===== config.mk =====
export PLATFORM = sky130hd
export DESIGN_NAME = awt_watchdog
export DESIGN_NICKNAME = d
export VERILOG_FILES = /design/src/logic/awt_pkg.sv /design/src/logic/awt_watchdog.sv
export SDC_FILE = /design/constraint.sdc
export NUM_CORES = 1
export LEC_CHECK = 0
export BUFFER_PORTS_ARGS = -buffer_cell sky130_fd_sc_hd__buf_4
export CAP_MARGIN = 20
export CORE_ASPECT_RATIO = 0.5
export CORE_MARGIN = 10
export CORE_UTILIZATION = 40
export CTS_BUF_LIST = sky130_fd_sc_hd__clkbuf_4 sky130_fd_sc_hd__clkbuf_8 sky130_fd_sc_hd__clkbuf_16
export DETAILED_ROUTE_END_ITERATION = 10
export PLACE_DENSITY = 0.67
export SETUP_SLACK_MARGIN = 0.5
export SLEW_MARGIN = 20
export SYNTH_ARGS = -nofsm -noshare
export SYNTH_HDL_FRONTEND = slang
export SYNTH_SLANG_ARGS = --single-unit

===== constraint.sdc =====
create_clock -name ref_clk_in -period 2.45 [get_ports ref_clk_in]
set_clock_uncertainty 0.15 [all_clocks]
set_input_delay 0.3675 -clock ref_clk_in [delete_from_list [all_inputs] [get_ports ref_clk_in]]
set_output_delay 0.3675 -clock ref_clk_in [all_outputs]
set_load 0.03 [all_outputs]

===== src/logic/awt_pkg.sv =====
// package: register map, fields and timing constants for the watchdog timer
package awt_pkg;
    localparam logic [7:0] AWT_OFF_UNITS   = 8'hf1;
    localparam logic [7:0] AWT_OFF_COUNT   = 8'hf2;
    localparam logic [7:0] AWT_OFF_CONFIG  = 8'hf3;
    localparam logic [7:0] AWT_OFF_CONTROL = 8'hf4;
    localparam logic [7:0] AWT_OFF_IRQ_ST  = 8'hf8;
    localparam logic [7:0] AWT_OFF_IRQ_MSK = 8'hf9;
    localparam int         AWT_UNITS_SEL_BIT  = 7;
    localparam int         AWT_CFG_GAME_BIT   = 0;
    localparam int         AWT_CFG_KBD_BIT    = 1;
    localparam int         AWT_CFG_MOUSE_BIT  = 2;
    localparam int         AWT_CFG_MAP_LSB    = 4;
    localparam int         AWT_CTL_STATUS_BIT = 0;
    localparam int         AWT_CTL_FORCE_BIT  = 2;
    localparam int         AWT_CTL_EXTEN_BIT  = 3;
    localparam logic [7:0] AWT_RESET_VALUE    = 8'h00;
    localparam logic [7:0] AWT_CTL_RW_MASK    = 8'h09;
    localparam logic [3:0] AWT_MAP_DISABLE    = 4'h0;
    localparam logic [3:0] AWT_MAP_INVALID    = 4'h2;
    localparam longint     AWT_CLK_HZ         = 200000000;
    localparam longint     AWT_SECOND_S       = 1;
    localparam longint     AWT_MINUTE_S       = 60;
    localparam longint     AWT_SECOND_CYCLES  = AWT_CLK_HZ * AWT_SECOND_S;
    localparam int         AWT_SEC_PER_MIN    = int'(AWT_MINUTE_S / AWT_SECOND_S);
endpackage


===== src/logic/awt_watchdog.sv =====
// module: auxiliary watchdog timer with avalon-mm register slave
//
// Contract
// - units bit 7 clear counts minutes, set counts seconds.
// - zero timeout count never expires.
// - nonzero count is unsigned units, one to 255.
// - game-port access restarts count when its enable is set.
// - keyboard interrupt restarts count when its enable is set.
// - mouse interrupt restarts count when its enable is set.
// - mapping field n drives irq n; zero disables, two invalid.
// - status bit reads one after timeout, zero while counting.
// - writing force bit makes a timeout; bit clears itself.
// - enabled rising edge of kbc force line makes a timeout.
// - edge detector pulse ored with software force pulse.
//
// Added by the designer: the Avalon-MM slave port.
`timescale 1ns/1ps
module awt_watchdog
    import awt_pkg::*;
#(
    parameter longint SECOND_CYCLES = AWT_SECOND_CYCLES
) (
    input  wire logic        ref_clk_in,
    input  wire logic        rst_b_in,
    input  wire logic        host_rst_b_in,
    input  wire logic        standby_rst_b_in,
    input  wire logic [7:0]  avs_address_in,
    input  wire logic        avs_read_in,
    input  wire logic        avs_write_in,
    input  wire logic [31:0] avs_writedata_in,
    input  wire logic [3:0]  avs_byteenable_in,
    output logic      [31:0] avs_readdata_out,
    output logic             avs_waitrequest_out,
    input  wire logic        game_port_access_in,
    input  wire logic        kbd_irq_in,
    input  wire logic        mouse_irq_in,
    input  wire logic        kbc_force_line_in,
    output logic      [15:0] isa_irq_out,
    output logic             irq_out
);
    typedef enum logic [0:0] {
        AWT_BUS_IDLE = 1'b0,
        AWT_BUS_ACK  = 1'b1
    } awt_bus_state_t;

    localparam int NUM_PINS  = 4;
    localparam int NUM_ISA   = 16;
    localparam int PIN_GAME  = 0;
    localparam int PIN_KBD   = 1;
    localparam int PIN_MOUSE = 2;
    localparam int PIN_FORCE = 3;

    awt_bus_state_t      bus_state_q;
    awt_bus_state_t      bus_state_d;
    logic                units_q;
    logic [7:0]          count_q;
    logic [7:0]          config_q;
    logic                status_q;
    logic                ext_en_q;
    logic [1:0]          irq_st_q;
    logic [1:0]          irq_msk_q;
    logic [31:0]         rdata_q;
    logic [31:0]         tick_q;
    logic [5:0]          sec_q;
    logic [7:0]          units_done_q;
    logic [NUM_ISA-1:0]  isa_sel;
    logic [NUM_PINS-1:0] pin_raw;
    logic [NUM_PINS-1:0] pin_rise;
    logic [3:0]          irq_map;
    logic                main_rst_b;
    logic                ctl_rst_b;
    logic                req;
    logic                ack;
    logic                wr_ok;
    logic                rd_ok;
    logic                wr_units;
    logic                wr_count;
    logic                wr_config;
    logic                wr_control;
    logic                wr_irq_msk;
    logic                rd_irq_st;
    logic                irq_line_on;
    logic                counter_clear;
    logic                restart;
    logic                force_pulse;
    logic                ext_pulse;
    logic                expire;
    logic                timeout;
    logic                unit_tick;
    logic                sec_tick;

    // host reset clears units, count and config but leaves the control register, the status of a past timeout included
    assign main_rst_b = rst_b_in & host_rst_b_in;
    assign ctl_rst_b  = standby_rst_b_in;

    assign req = avs_read_in | avs_write_in;
    assign ack = (bus_state_q == AWT_BUS_ACK);

    always_comb begin
        bus_state_d = bus_state_q;
        unique case (bus_state_q)
            AWT_BUS_IDLE: begin
                if (req) begin
                    bus_state_d = AWT_BUS_ACK;
                end
            end
            AWT_BUS_ACK: begin
                bus_state_d = AWT_BUS_IDLE;
            end
        endcase
    end

    always_ff @(posedge ref_clk_in or negedge rst_b_in) begin
        if (!rst_b_in) begin
            bus_state_q <= AWT_BUS_IDLE;
        end else begin
            bus_state_q <= bus_state_d;
        end
    end

    // single wait state: every access completes one edge after it is seen
    assign avs_waitrequest_out = req & ~ack;
    assign wr_ok               = avs_write_in & ack & avs_byteenable_in[0];
    // read data latched at the first edge, so it stands when waitrequest drops
    assign rd_ok               = avs_read_in & ~ack;
    assign avs_readdata_out    = rdata_q;

    assign wr_units   = wr_ok & (avs_address_in == AWT_OFF_UNITS);
    assign wr_count   = wr_ok & (avs_address_in == AWT_OFF_COUNT);
    assign wr_config  = wr_ok & (avs_address_in == AWT_OFF_CONFIG);
    assign wr_control = wr_ok & (avs_address_in == AWT_OFF_CONTROL);
    assign wr_irq_msk = wr_ok & (avs_address_in == AWT_OFF_IRQ_MSK);
    assign rd_irq_st  = rd_ok & (avs_address_in == AWT_OFF_IRQ_ST);

    always_ff @(posedge ref_clk_in or negedge rst_b_in) begin
        if (!rst_b_in) begin
            rdata_q <= 32'h0000_0000;
        end else if (rd_ok) begin
            unique case (avs_address_in)
                AWT_OFF_UNITS:   rdata_q <= {24'h00_0000, units_q, 7'h00};
                AWT_OFF_COUNT:   rdata_q <= {24'h00_0000, count_q};
                AWT_OFF_CONFIG:  rdata_q <= {24'h00_0000, irq_map, 1'b0, config_q[2:0]};
                AWT_OFF_CONTROL: rdata_q <= {28'h000_0000, ext_en_q, 2'b00, status_q};
                AWT_OFF_IRQ_ST:  rdata_q <= {30'h0000_0000, irq_st_q};
                AWT_OFF_IRQ_MSK: rdata_q <= {30'h0000_0000, irq_msk_q};
                default:         rdata_q <= 32'h0000_0000;
            endcase
        end
    end

    always_ff @(posedge ref_clk_in or negedge main_rst_b) begin
        if (!main_rst_b) begin
            units_q <= 1'b0;
        end else if (wr_units) begin
            units_q <= avs_writedata_in[AWT_UNITS_SEL_BIT];
        end
    end

    always_ff @(posedge ref_clk_in or negedge main_rst_b) begin
        if (!main_rst_b) begin
            count_q <= AWT_RESET_VALUE;
        end else if (wr_count) begin
            count_q <= avs_writedata_in[7:0];
        end
    end

    // bit 3 is reserved and kept at zero
    always_ff @(posedge ref_clk_in or negedge main_rst_b) begin
        if (!main_rst_b) begin
            config_q <= AWT_RESET_VALUE;
        end else if (wr_config) begin
            config_q <= avs_writedata_in[7:0] & 8'hf7;
        end
    end

    assign irq_map = config_q[AWT_CFG_MAP_LSB +: 4];

    assign pin_raw[PIN_GAME]  = game_port_access_in;
    assign pin_raw[PIN_KBD]   = kbd_irq_in;
    assign pin_raw[PIN_MOUSE] = mouse_irq_in;
    assign pin_raw[PIN_FORCE] = kbc_force_line_in;

    // two flip-flops against metastability; the third only holds the last level
    for (genvar g = 0; g < NUM_PINS; g++) begin : g_pin
        logic [2:0] sync_q;

        always_ff @(posedge ref_clk_in or negedge rst_b_in) begin
            if (!rst_b_in) begin
                sync_q <= 3'h0;
            end else begin
                sync_q <= {sync_q[1:0], pin_raw[g]};
            end
        end

        // reset level equals the idle pin level, so no false edge after reset
        assign pin_rise[g] = sync_q[1] & ~sync_q[2];
    end

    assign restart = (config_q[AWT_CFG_GAME_BIT] & pin_rise[PIN_GAME])
                   | (config_q[AWT_CFG_KBD_BIT] & pin_rise[PIN_KBD])
                   | (config_q[AWT_CFG_MOUSE_BIT] & pin_rise[PIN_MOUSE])
                   | wr_count;

    // level-held force line fires once per rising edge
    assign ext_pulse   = ext_en_q & pin_rise[PIN_FORCE];
    assign force_pulse = wr_control & avs_writedata_in[AWT_CTL_FORCE_BIT];
    assign timeout     = force_pulse | ext_pulse | expire;

    assign sec_tick  = (tick_q == 32'(SECOND_CYCLES - 1));
    assign unit_tick = sec_tick & (units_q | (sec_q == 6'(AWT_SEC_PER_MIN - 1)));
    assign expire    = unit_tick & (count_q != 8'h00) & ~status_q
                     & (units_done_q == count_q - 8'h01);
    // held at zero while disabled or expired, so clearing status restarts fresh
    assign counter_clear = restart | (count_q == 8'h00) | status_q;

    always_ff @(posedge ref_clk_in or negedge main_rst_b) begin
        if (!main_rst_b) begin
            tick_q <= 32'h0000_0000;
        end else if (counter_clear | sec_tick) begin
            tick_q <= 32'h0000_0000;
        end else begin
            tick_q <= tick_q + 32'h0000_0001;
        end
    end

    always_ff @(posedge ref_clk_in or negedge main_rst_b) begin
        if (!main_rst_b) begin
            sec_q <= 6'h00;
        end else if (counter_clear | unit_tick) begin
            sec_q <= 6'h00;
        end else if (sec_tick) begin
            sec_q <= sec_q + 6'h01;
        end
    end

    always_ff @(posedge ref_clk_in or negedge main_rst_b) begin
        if (!main_rst_b) begin
            units_done_q <= 8'h00;
        end else if (counter_clear) begin
            units_done_q <= 8'h00;
        end else if (unit_tick) begin
            units_done_q <= units_done_q + 8'h01;
        end
    end

    // a timeout in the same cycle as a software clear wins
    always_ff @(posedge ref_clk_in or negedge ctl_rst_b) begin
        if (!ctl_rst_b) begin
            status_q <= 1'b0;
        end else if (timeout) begin
            status_q <= 1'b1;
        end else if (wr_control) begin
            status_q <= avs_writedata_in[AWT_CTL_STATUS_BIT];
        end
    end

    always_ff @(posedge ref_clk_in or negedge ctl_rst_b) begin
        if (!ctl_rst_b) begin
            ext_en_q <= 1'b0;
        end else if (wr_control) begin
            ext_en_q <= avs_writedata_in[AWT_CTL_EXTEN_BIT];
        end
    end

    assign irq_line_on = status_q & (irq_map != AWT_MAP_DISABLE)
                       & (irq_map != AWT_MAP_INVALID);

    // code two is refused: no line is driven rather than a guessed one
    for (genvar n = 0; n < NUM_ISA; n++) begin : g_isa
        assign isa_sel[n] = irq_line_on & (irq_map == 4'(n));
    end

    always_ff @(posedge ref_clk_in or negedge rst_b_in) begin
        if (!rst_b_in) begin
            isa_irq_out <= 16'h0000;
        end else begin
            isa_irq_out <= isa_sel;
        end
    end

    // bit0 timeout event, bit1 restart event; an event beside the clearing read stays
    always_ff @(posedge ref_clk_in or negedge rst_b_in) begin
        if (!rst_b_in) begin
            irq_st_q <= 2'b00;
        end else if (rd_irq_st) begin
            irq_st_q <= {restart, timeout};
        end else begin
            irq_st_q <= irq_st_q | {restart, timeout};
        end
    end

    always_ff @(posedge ref_clk_in or negedge rst_b_in) begin
        if (!rst_b_in) begin
            irq_msk_q <= 2'b00;
        end else if (wr_irq_msk) begin
            irq_msk_q <= avs_writedata_in[1:0];
        end
    end

    // level output; software must read the status to drop it
    assign irq_out = |(irq_st_q & irq_msk_q);

endmodule


==> run metrics, run 1 <==
drt first pass iters=4; GRT Util Overall=13.2%; H-tree levels=3; Crit-path slowest cell=dfrtp_1; most common cell after layout, fill and taps aside=dfrtp_1; peak supply drop=0.370 mV; row count=28; WS Path Type=reg2reg; Pint=2.62 mW; max-slew violations=0; largest net degree at the start of global routing=63; Core Util, Final=54.9%; Initial Utilization=41.8%; Tightest Pin Transition=517 ps; WP buf/inv=2; fin crit period=2190 ps; sequential share of power=51.7%; area leader, netlist=dfrtp_1; Warnings, synthesis=0; Switch Pwr=802 uW; die area=0.0178 mm2; Synth Register Bits=105; Detailed Route Iter0 Violations=264; Worst-Skew Late Latency=350 ps; total global routing overflow=0; worst hold path class=in2async; Post-Syn Instances=481; synthesis-to-layout area growth=31.3%; Crit path max-delay family=simple AND/OR/NAND/NOR gates; status=finished, violations left; drt drc=0; Worst slew margin=65.5%; M1 GR Usage=16.3%; pwr/cell area=516 mW/mm2; Hold Vio Cnt, Final=7; CTS Sinks=105; Leakage=2.91 nW; power share of the clock group=42.0%; synth unique cells=55; critical path data arrival time=2270 ps; max incr delay on CP=420 ps; first-pass GRT wire length=19,100 um; final worst-path cycle share=89.2%; CP Data Required Time=2530 ps; GRT Max-Usage Layer=met2; DP HPWL=7810 um; final setup violation count=0; remaining antenna violation count after routing=0; grt met3 use=3.85%; critical-path cell list=nor4b_2, nand4_2, or3_4, or2b_4, buf_6, buf_12, nor2_2; Die Wd=179 um; final WL=12,000 um; hold_ws=-2.77 ps; RSZ-0062 raised after global routing=yes; number of synthesized flops with an enable pin=0; nets@finish=635; Comb pwr share=6.4%; Avg Inst Size Synth=10.5 um2; Area contributors post-synth=dfrtp_1, nor2_1, xor2_1; clock buffer depth=2; Max Cap Viol=0; n_diodes=0; CP endpoint kind=flip-flop; initial antenna violation count=0; layout cells sized above 1=35.5%; DR vias=3,747; CTS root buf=clkbuf_16; CP Launch Type=flip-flop; top-area cell type share of the netlist area=52.0%; highest-count cells in the layout ignoring fill and taps=dfrtp_1, buf_4, nor2_1, conb_1, xor2_1; ys async rst share=100%; Overall Power=3.42 mW; violated checks=hold timing; Most used DFF post-synth=dfrtp_1; Fmax achieved=0.457 GHz; met2 usage=21.7%; setup_tns=0 ps; Avg WL per Cell=16.1 um; vias in the first global route=3,826; CORE AREA=0.0121 mm2; Clk pin slew, worst setup/hold paths=70 ps; DIE HEIGHT=99.5 um; Seq/Total Area, Yosys=52.0%; vias per std cell=5.03; Port Buffer Count=52; Post-Syn Area=0.00505 mm2; crit-path max FO=8; TritonCTS buffer count=9; global placement routability congestion=0.843; io pins=104; CTS tree=done; sw frac=23.5%
layout make-up:
| type | count | area [um2] |
|---|---|---|
| well taps | 165 | 206 |
| clock inverters | 6 | 68.8 |
| fillers | 1024 | 5450 |
| multi-input cells | 350 | 2590 |
| flip-flops and latches | 105 | 2640 |
| inverters | 9 | 33.8 |
| repair buffers | 101 | 878 |
| clock buffers | 9 | 225 |
flip-flops by register name (all words and copies together) (netlist names):
name and flops:
tick_q 32, units_done_q 8, count_q 8, avs_readdata_out 8, isa_irq_out 16, units_q 1, sec_q 6, ext_en_q 1
status_q 1, config_q 7, irq_msk_q 2, irq_st_q 2, ack 1, g_pin.sync_q 12
Yosys cell counts, types with 5 or more instances:
master,instances
nor3_1,15
o21ai_0,10
nand4_1,15
buf_2,5
a21oi_1,9
xnor2_1,19
a22o_1,14
and3_1,10
xor2_1,25
clkbuf_1,11
inv_1,9
nand3_1,24
nor2_1,78
nand2_1,21
nand3b_1,6
ha_1,5
dfrtp_1,105
mux2_2,18
buf_4,24
through the flow:
stage	cell area [um2]	worst slack [ps]	hold slack [ps]	cells
finish	6630	264	-2.77	745
global route	6630	181	28.8	745
CTS	6400	327	11.1	739
detailed placement	5660	212	3.01	694
global placement	5660	292	0.939	694
floorplan	5240	285	-78.1	506
layer usage:
metal | up-vias | share of wire, %
met1 | 1838 | 46
met3 | 12 | 5.3
met2 | 82 | 48
li1 | 1815 | -
met5 | - | 0
met4 | 0 | 1.0
worst min-delay path: stages:
cell and delay (ps):
buf_4 70, and2_2 140, buf_12 310
timing repair:
action                                  in CTS  in global routing
cloned                                       3                  1
resized for setup                           43                 45
endpoints found under the setup margin      48                 48
endpoints found under the hold margin       47                  0
setup buffers                               21                  5
hold buffers                                 6                  0
pin swaps                                   21                 13
power groups by stage:
stage	Sequential [mW]	Clock (mW)	Combinational, mW
6_report	1.77	1.44	0.218
2_1_floorplan	1.80	0	0.149
3_5_place_dp	1.80	0	0.203
3_3_place_gp	1.80	0	0.201
5_1_grt	1.77	1.54	0.238
4_1_cts	1.77	1.46	0.215
final timing paths:
check | from | end | slack, ps | cells after the start
max in group asynchronous | rst_b_in | g_pin[3].sync_q[0]$_DFF_PN0_ | 1290 | 3
max reg2reg | tick_q[10]$_DFF_PN0_ | tick_q[29]$_DFF_PN0_ | 260 | 7
min | host_rst_b_in | sec_q[5]$_DFFE_PN0P_ | -3 | 3
min in group ref_clk_in | avs_writedata_in[3] | ext_en_q$_DFFE_PN0P_ | 110 | 2
max | tick_q[10]$_DFF_PN0_ | tick_q[29]$_DFF_PN0_ | 260 | 7
min reg2reg | g_pin[1].sync_q[0]$_DFF_PN0_ | g_pin[1].sync_q[1]$_DFF_PN0_ | 200 | 0
kinds of logic (layout without fill, tap and decap cells):
family	after synthesis	in the layout	share of synthesized area, %
compound gates	51	51	7.38
xor+xnor	44	44	7.63
fa+ha+maj	5	5	1.24
buf+inv	51	125	5.99
flops	105	105	52.0
mux	22	22	4.81
other cells	1	26	0.0742
simple gates	202	202	20.9
Note: power is estimated with default switching activity, not from simulation.
==> inputs of run 2 (changes only) <==
PLACE_DENSITY = 0.64   (was 0.67)
SETUP_SLACK_MARGIN = unset   (was 0.5)
clock period = 2.12 ns   (was 2.45 ns; I/O delays follow)
==> run 2 against run 1 <==
Net effect:
- the run ends with setup timing left
- core utilization decreased by 1.8 points
- critical endpoint is now sec_q[3]$_DFFE_PN0P_
- power increased by 18%
- final cell count increased by 2.3%
- sequential share of layout area increased by 1.2 points
- sequential power increased by 15%
- combinational power increased by 17%
- first-iteration DRC count decreased by 1.1%
- setup slack got worse by 270 ps
- critical path depth unchanged
- routed wire length decreased by 4.6%
==> run metrics, run 2 (synthesis gave the netlist of run 1 again) <==
status=finished, violations left; violated checks=setup timing; CTS root buf=clkbuf_16; Worst R2R Start=tick_q[1]$_DFF_PN0_; Largest Register=tick_q; global placement routability congestion=0.842 (-0.15%); FILL cells=1,059 (+3.4%); register area=0.00263 mm2 (-0.29%); drt drc=0 (unchanged); io pins=104 (unchanged); first-pass GRT wire length=18,900 um (-1.4%); Worst slew margin=64.5% (-1.0 points); DIE HEIGHT=99.5 um (unchanged); Worst-Skew Late Latency=360 ps (about the same); r2r endpoint=sec_q[3]$_DFFE_PN0P_; flop-to-flop setup slack=-5 ps (-270 ps); DR vias=3,704 (-1.1%); DP HPWL=8320 um (+6.5%); WS Path Type=reg2reg; power share of the clock group=43.4% (+1.4 points); Largest register FFs=32 (unchanged); sw frac=24.4% (+0.95 points); CP Launch Type=flip-flop; Core Util, Final=53.1% (-1.8 points); CTS Sinks=105 (unchanged); crit-path max FO=4 (-4); largest registers=tick_q: 32 flops, isa_irq_out: 16 flops, g_pin.sync_q: 12 flops; layout cells sized above 1=28.3% (-7.2 points); Avg WL per Cell=15.0 um (-6.7%); critical path data arrival time=2270 ps (about the same); crit path to=sec_q[3]$_DFFE_PN0P_; vias per std cell=4.86 (-3.4%); CP Data Required Time=2260 ps (-270 ps); Tightest Pin Transition=533 ps (+15.2 ps); initial antenna violation count=0 (unchanged); worst hold path class=in2reg; area occupied by multi-input gates=0.00229 mm2 (-12%); CP endpoint kind=flip-flop; Pint=3.06 mW (+17%); highest-count cells in the layout ignoring fill and taps=dfrtp_1, buf_4, nor2_1, conb_1, xor2_1; r2r worst-path depth=7 (unchanged); sequential share of power=50.3% (-1.4 points); Port Buffer Count=52 (unchanged); synthesis-to-layout area growth=27.0%; vias in the first global route=3,836 (+0.26%); Hold Vio Cnt, Final=0 (-7); H-tree levels=3 (unchanged); max-slew violations=0 (unchanged); remaining antenna violation count after routing=0 (unchanged); final worst-path cycle share=100% (+11 points); total global routing overflow=0 (unchanged); drt first pass iters=4 (unchanged); Leakage=2.97 nW (+2.1%); CTS tree=done; CORE AREA=0.0121 mm2 (unchanged); Initial Utilization=41.8% (unchanged); Max Cap Viol=0 (unchanged); GRT Util Overall=13.2% (about the same); Critical path origin=tick_q[1]$_DFF_PN0_; fin crit period=2130 ps (-60.8 ps); Detailed Route Iter0 Violations=261 (-1.1%); Clk pin slew, worst setup/hold paths=80 ps (about the same); largest net degree at the start of global routing=63 (unchanged); Fmax achieved=0.470 GHz (+2.9%); RSZ-0062 raised after global routing=yes; Die Wd=179 um (unchanged); nets@finish=651 (+2.5%); row count=28 (unchanged); final worst slack=-5.46 ps (-269 ps); peak supply drop=0.397 mV (+7.3%); Overall Power=4.05 mW (+18%); Comb pwr share=6.3% (about the same); n_diodes=0 (unchanged); Switch Pwr=989 uW (+23%); clock buffer depth=2 (unchanged); final WL=11,400 um (-4.6%); final setup violation count=1 (+1); die area=0.0178 mm2 (unchanged); TritonCTS buffer count=9 (unchanged); pwr/cell area=631 mW/mm2 (+22%)
[run 2: changes by cell type in the layout (fill, tap and decap cells not counted), sizes merged]
cell	change
buf	+16
inv	+2
clkbuf	-1
clkinvlp	-1
dlygate4sd3	+1
[run 2: worst max-delay path, cell delays in order, from the launching register on]
cell	delay, ps
dfrtp_1	360
ha_2	190
nand3_2	100
or2_4	300
or3_4	380
nand2b_4	150
or3_4	320
a21oi_2	120
[run 2: per-stage QoR]
stage	hold slack, ps	area, um2	TNS [ps]	cells	setup slack (ps)
after floorplan	-128	5160	-127	506	-69.2
after global placement	-47.8	5910	-51.6	731	-27.6
after detailed placement	-47.2	5910	-387	731	-68.9
after CTS	36.5	6340	-11.1	758	-11.1
after global routing	32.7	6420	-1780	762	-91.9
final	50.0	6420	-5.46	762	-5.46
[run 2: worst min path at each step]
| stage | from | end | slack [ps] | cells past startpoint |
|---|---|---|---|---|
| finish | avs_writedata_in[4] | count_q[4]$_DFFE_PN0P_ | 50 | 2 |
| detailed placement | standby_rst_b_in | ext_en_q$_DFFE_PN0P_ | -50 | 1 |
| CTS | avs_writedata_in[4] | count_q[4]$_DFFE_PN0P_ | 40 | 2 |
| global placement | standby_rst_b_in | ext_en_q$_DFFE_PN0P_ | -50 | 1 |
| floorplan | rst_b_in | ack$_DFF_PN0_ | -130 | 0 |
| global route | avs_writedata_in[4] | count_q[4]$_DFFE_PN0P_ | 30 | 2 |
[run 2: layout make-up]
| cell class | count | share of cell area, % |
|---|---|---|
| clock buffer | 9 | 3.51 |
| timing repair buffer | 117 | 14.7 |
| inverter | 9 | 0.526 |
| multi-input combinational | 350 | 35.7 |
| clock inverter | 7 | 1.48 |
| sequential | 105 | 40.9 |
| tap | 165 | 3.22 |
[run 2: layer usage]
metal  track usage [%]  share of wire [%]  vias up
met5                 0                  0        -
met1              16.6                 45     1772
met3              4.53                6.9       12
li1                  -                  -     1840
met4              3.60               0.96        0
met2              21.3                 47       80
[run 2: timing repair]
| item | CTS | global route |
|---|---|---|
| pin swaps | 4 | 6 |
| hold endpoints to repair | 109 | 0 |
| hold buffers | 7 | 0 |
| endpoints found under the setup margin | 34 | 46 |
| resized for setup | 2 | 11 |
| buffers inserted | 4 | 4 |
[run 2: power groups by stage]
stage	Sequential, mW	Clock (mW)	Combinational [mW]
final	2.04	1.76	0.254
after detailed placement	2.08	0	0.244
after floorplan	2.08	0	0.168
after global placement	2.08	0	0.241
after CTS	2.04	1.82	0.256
after global routing	2.04	1.90	0.279
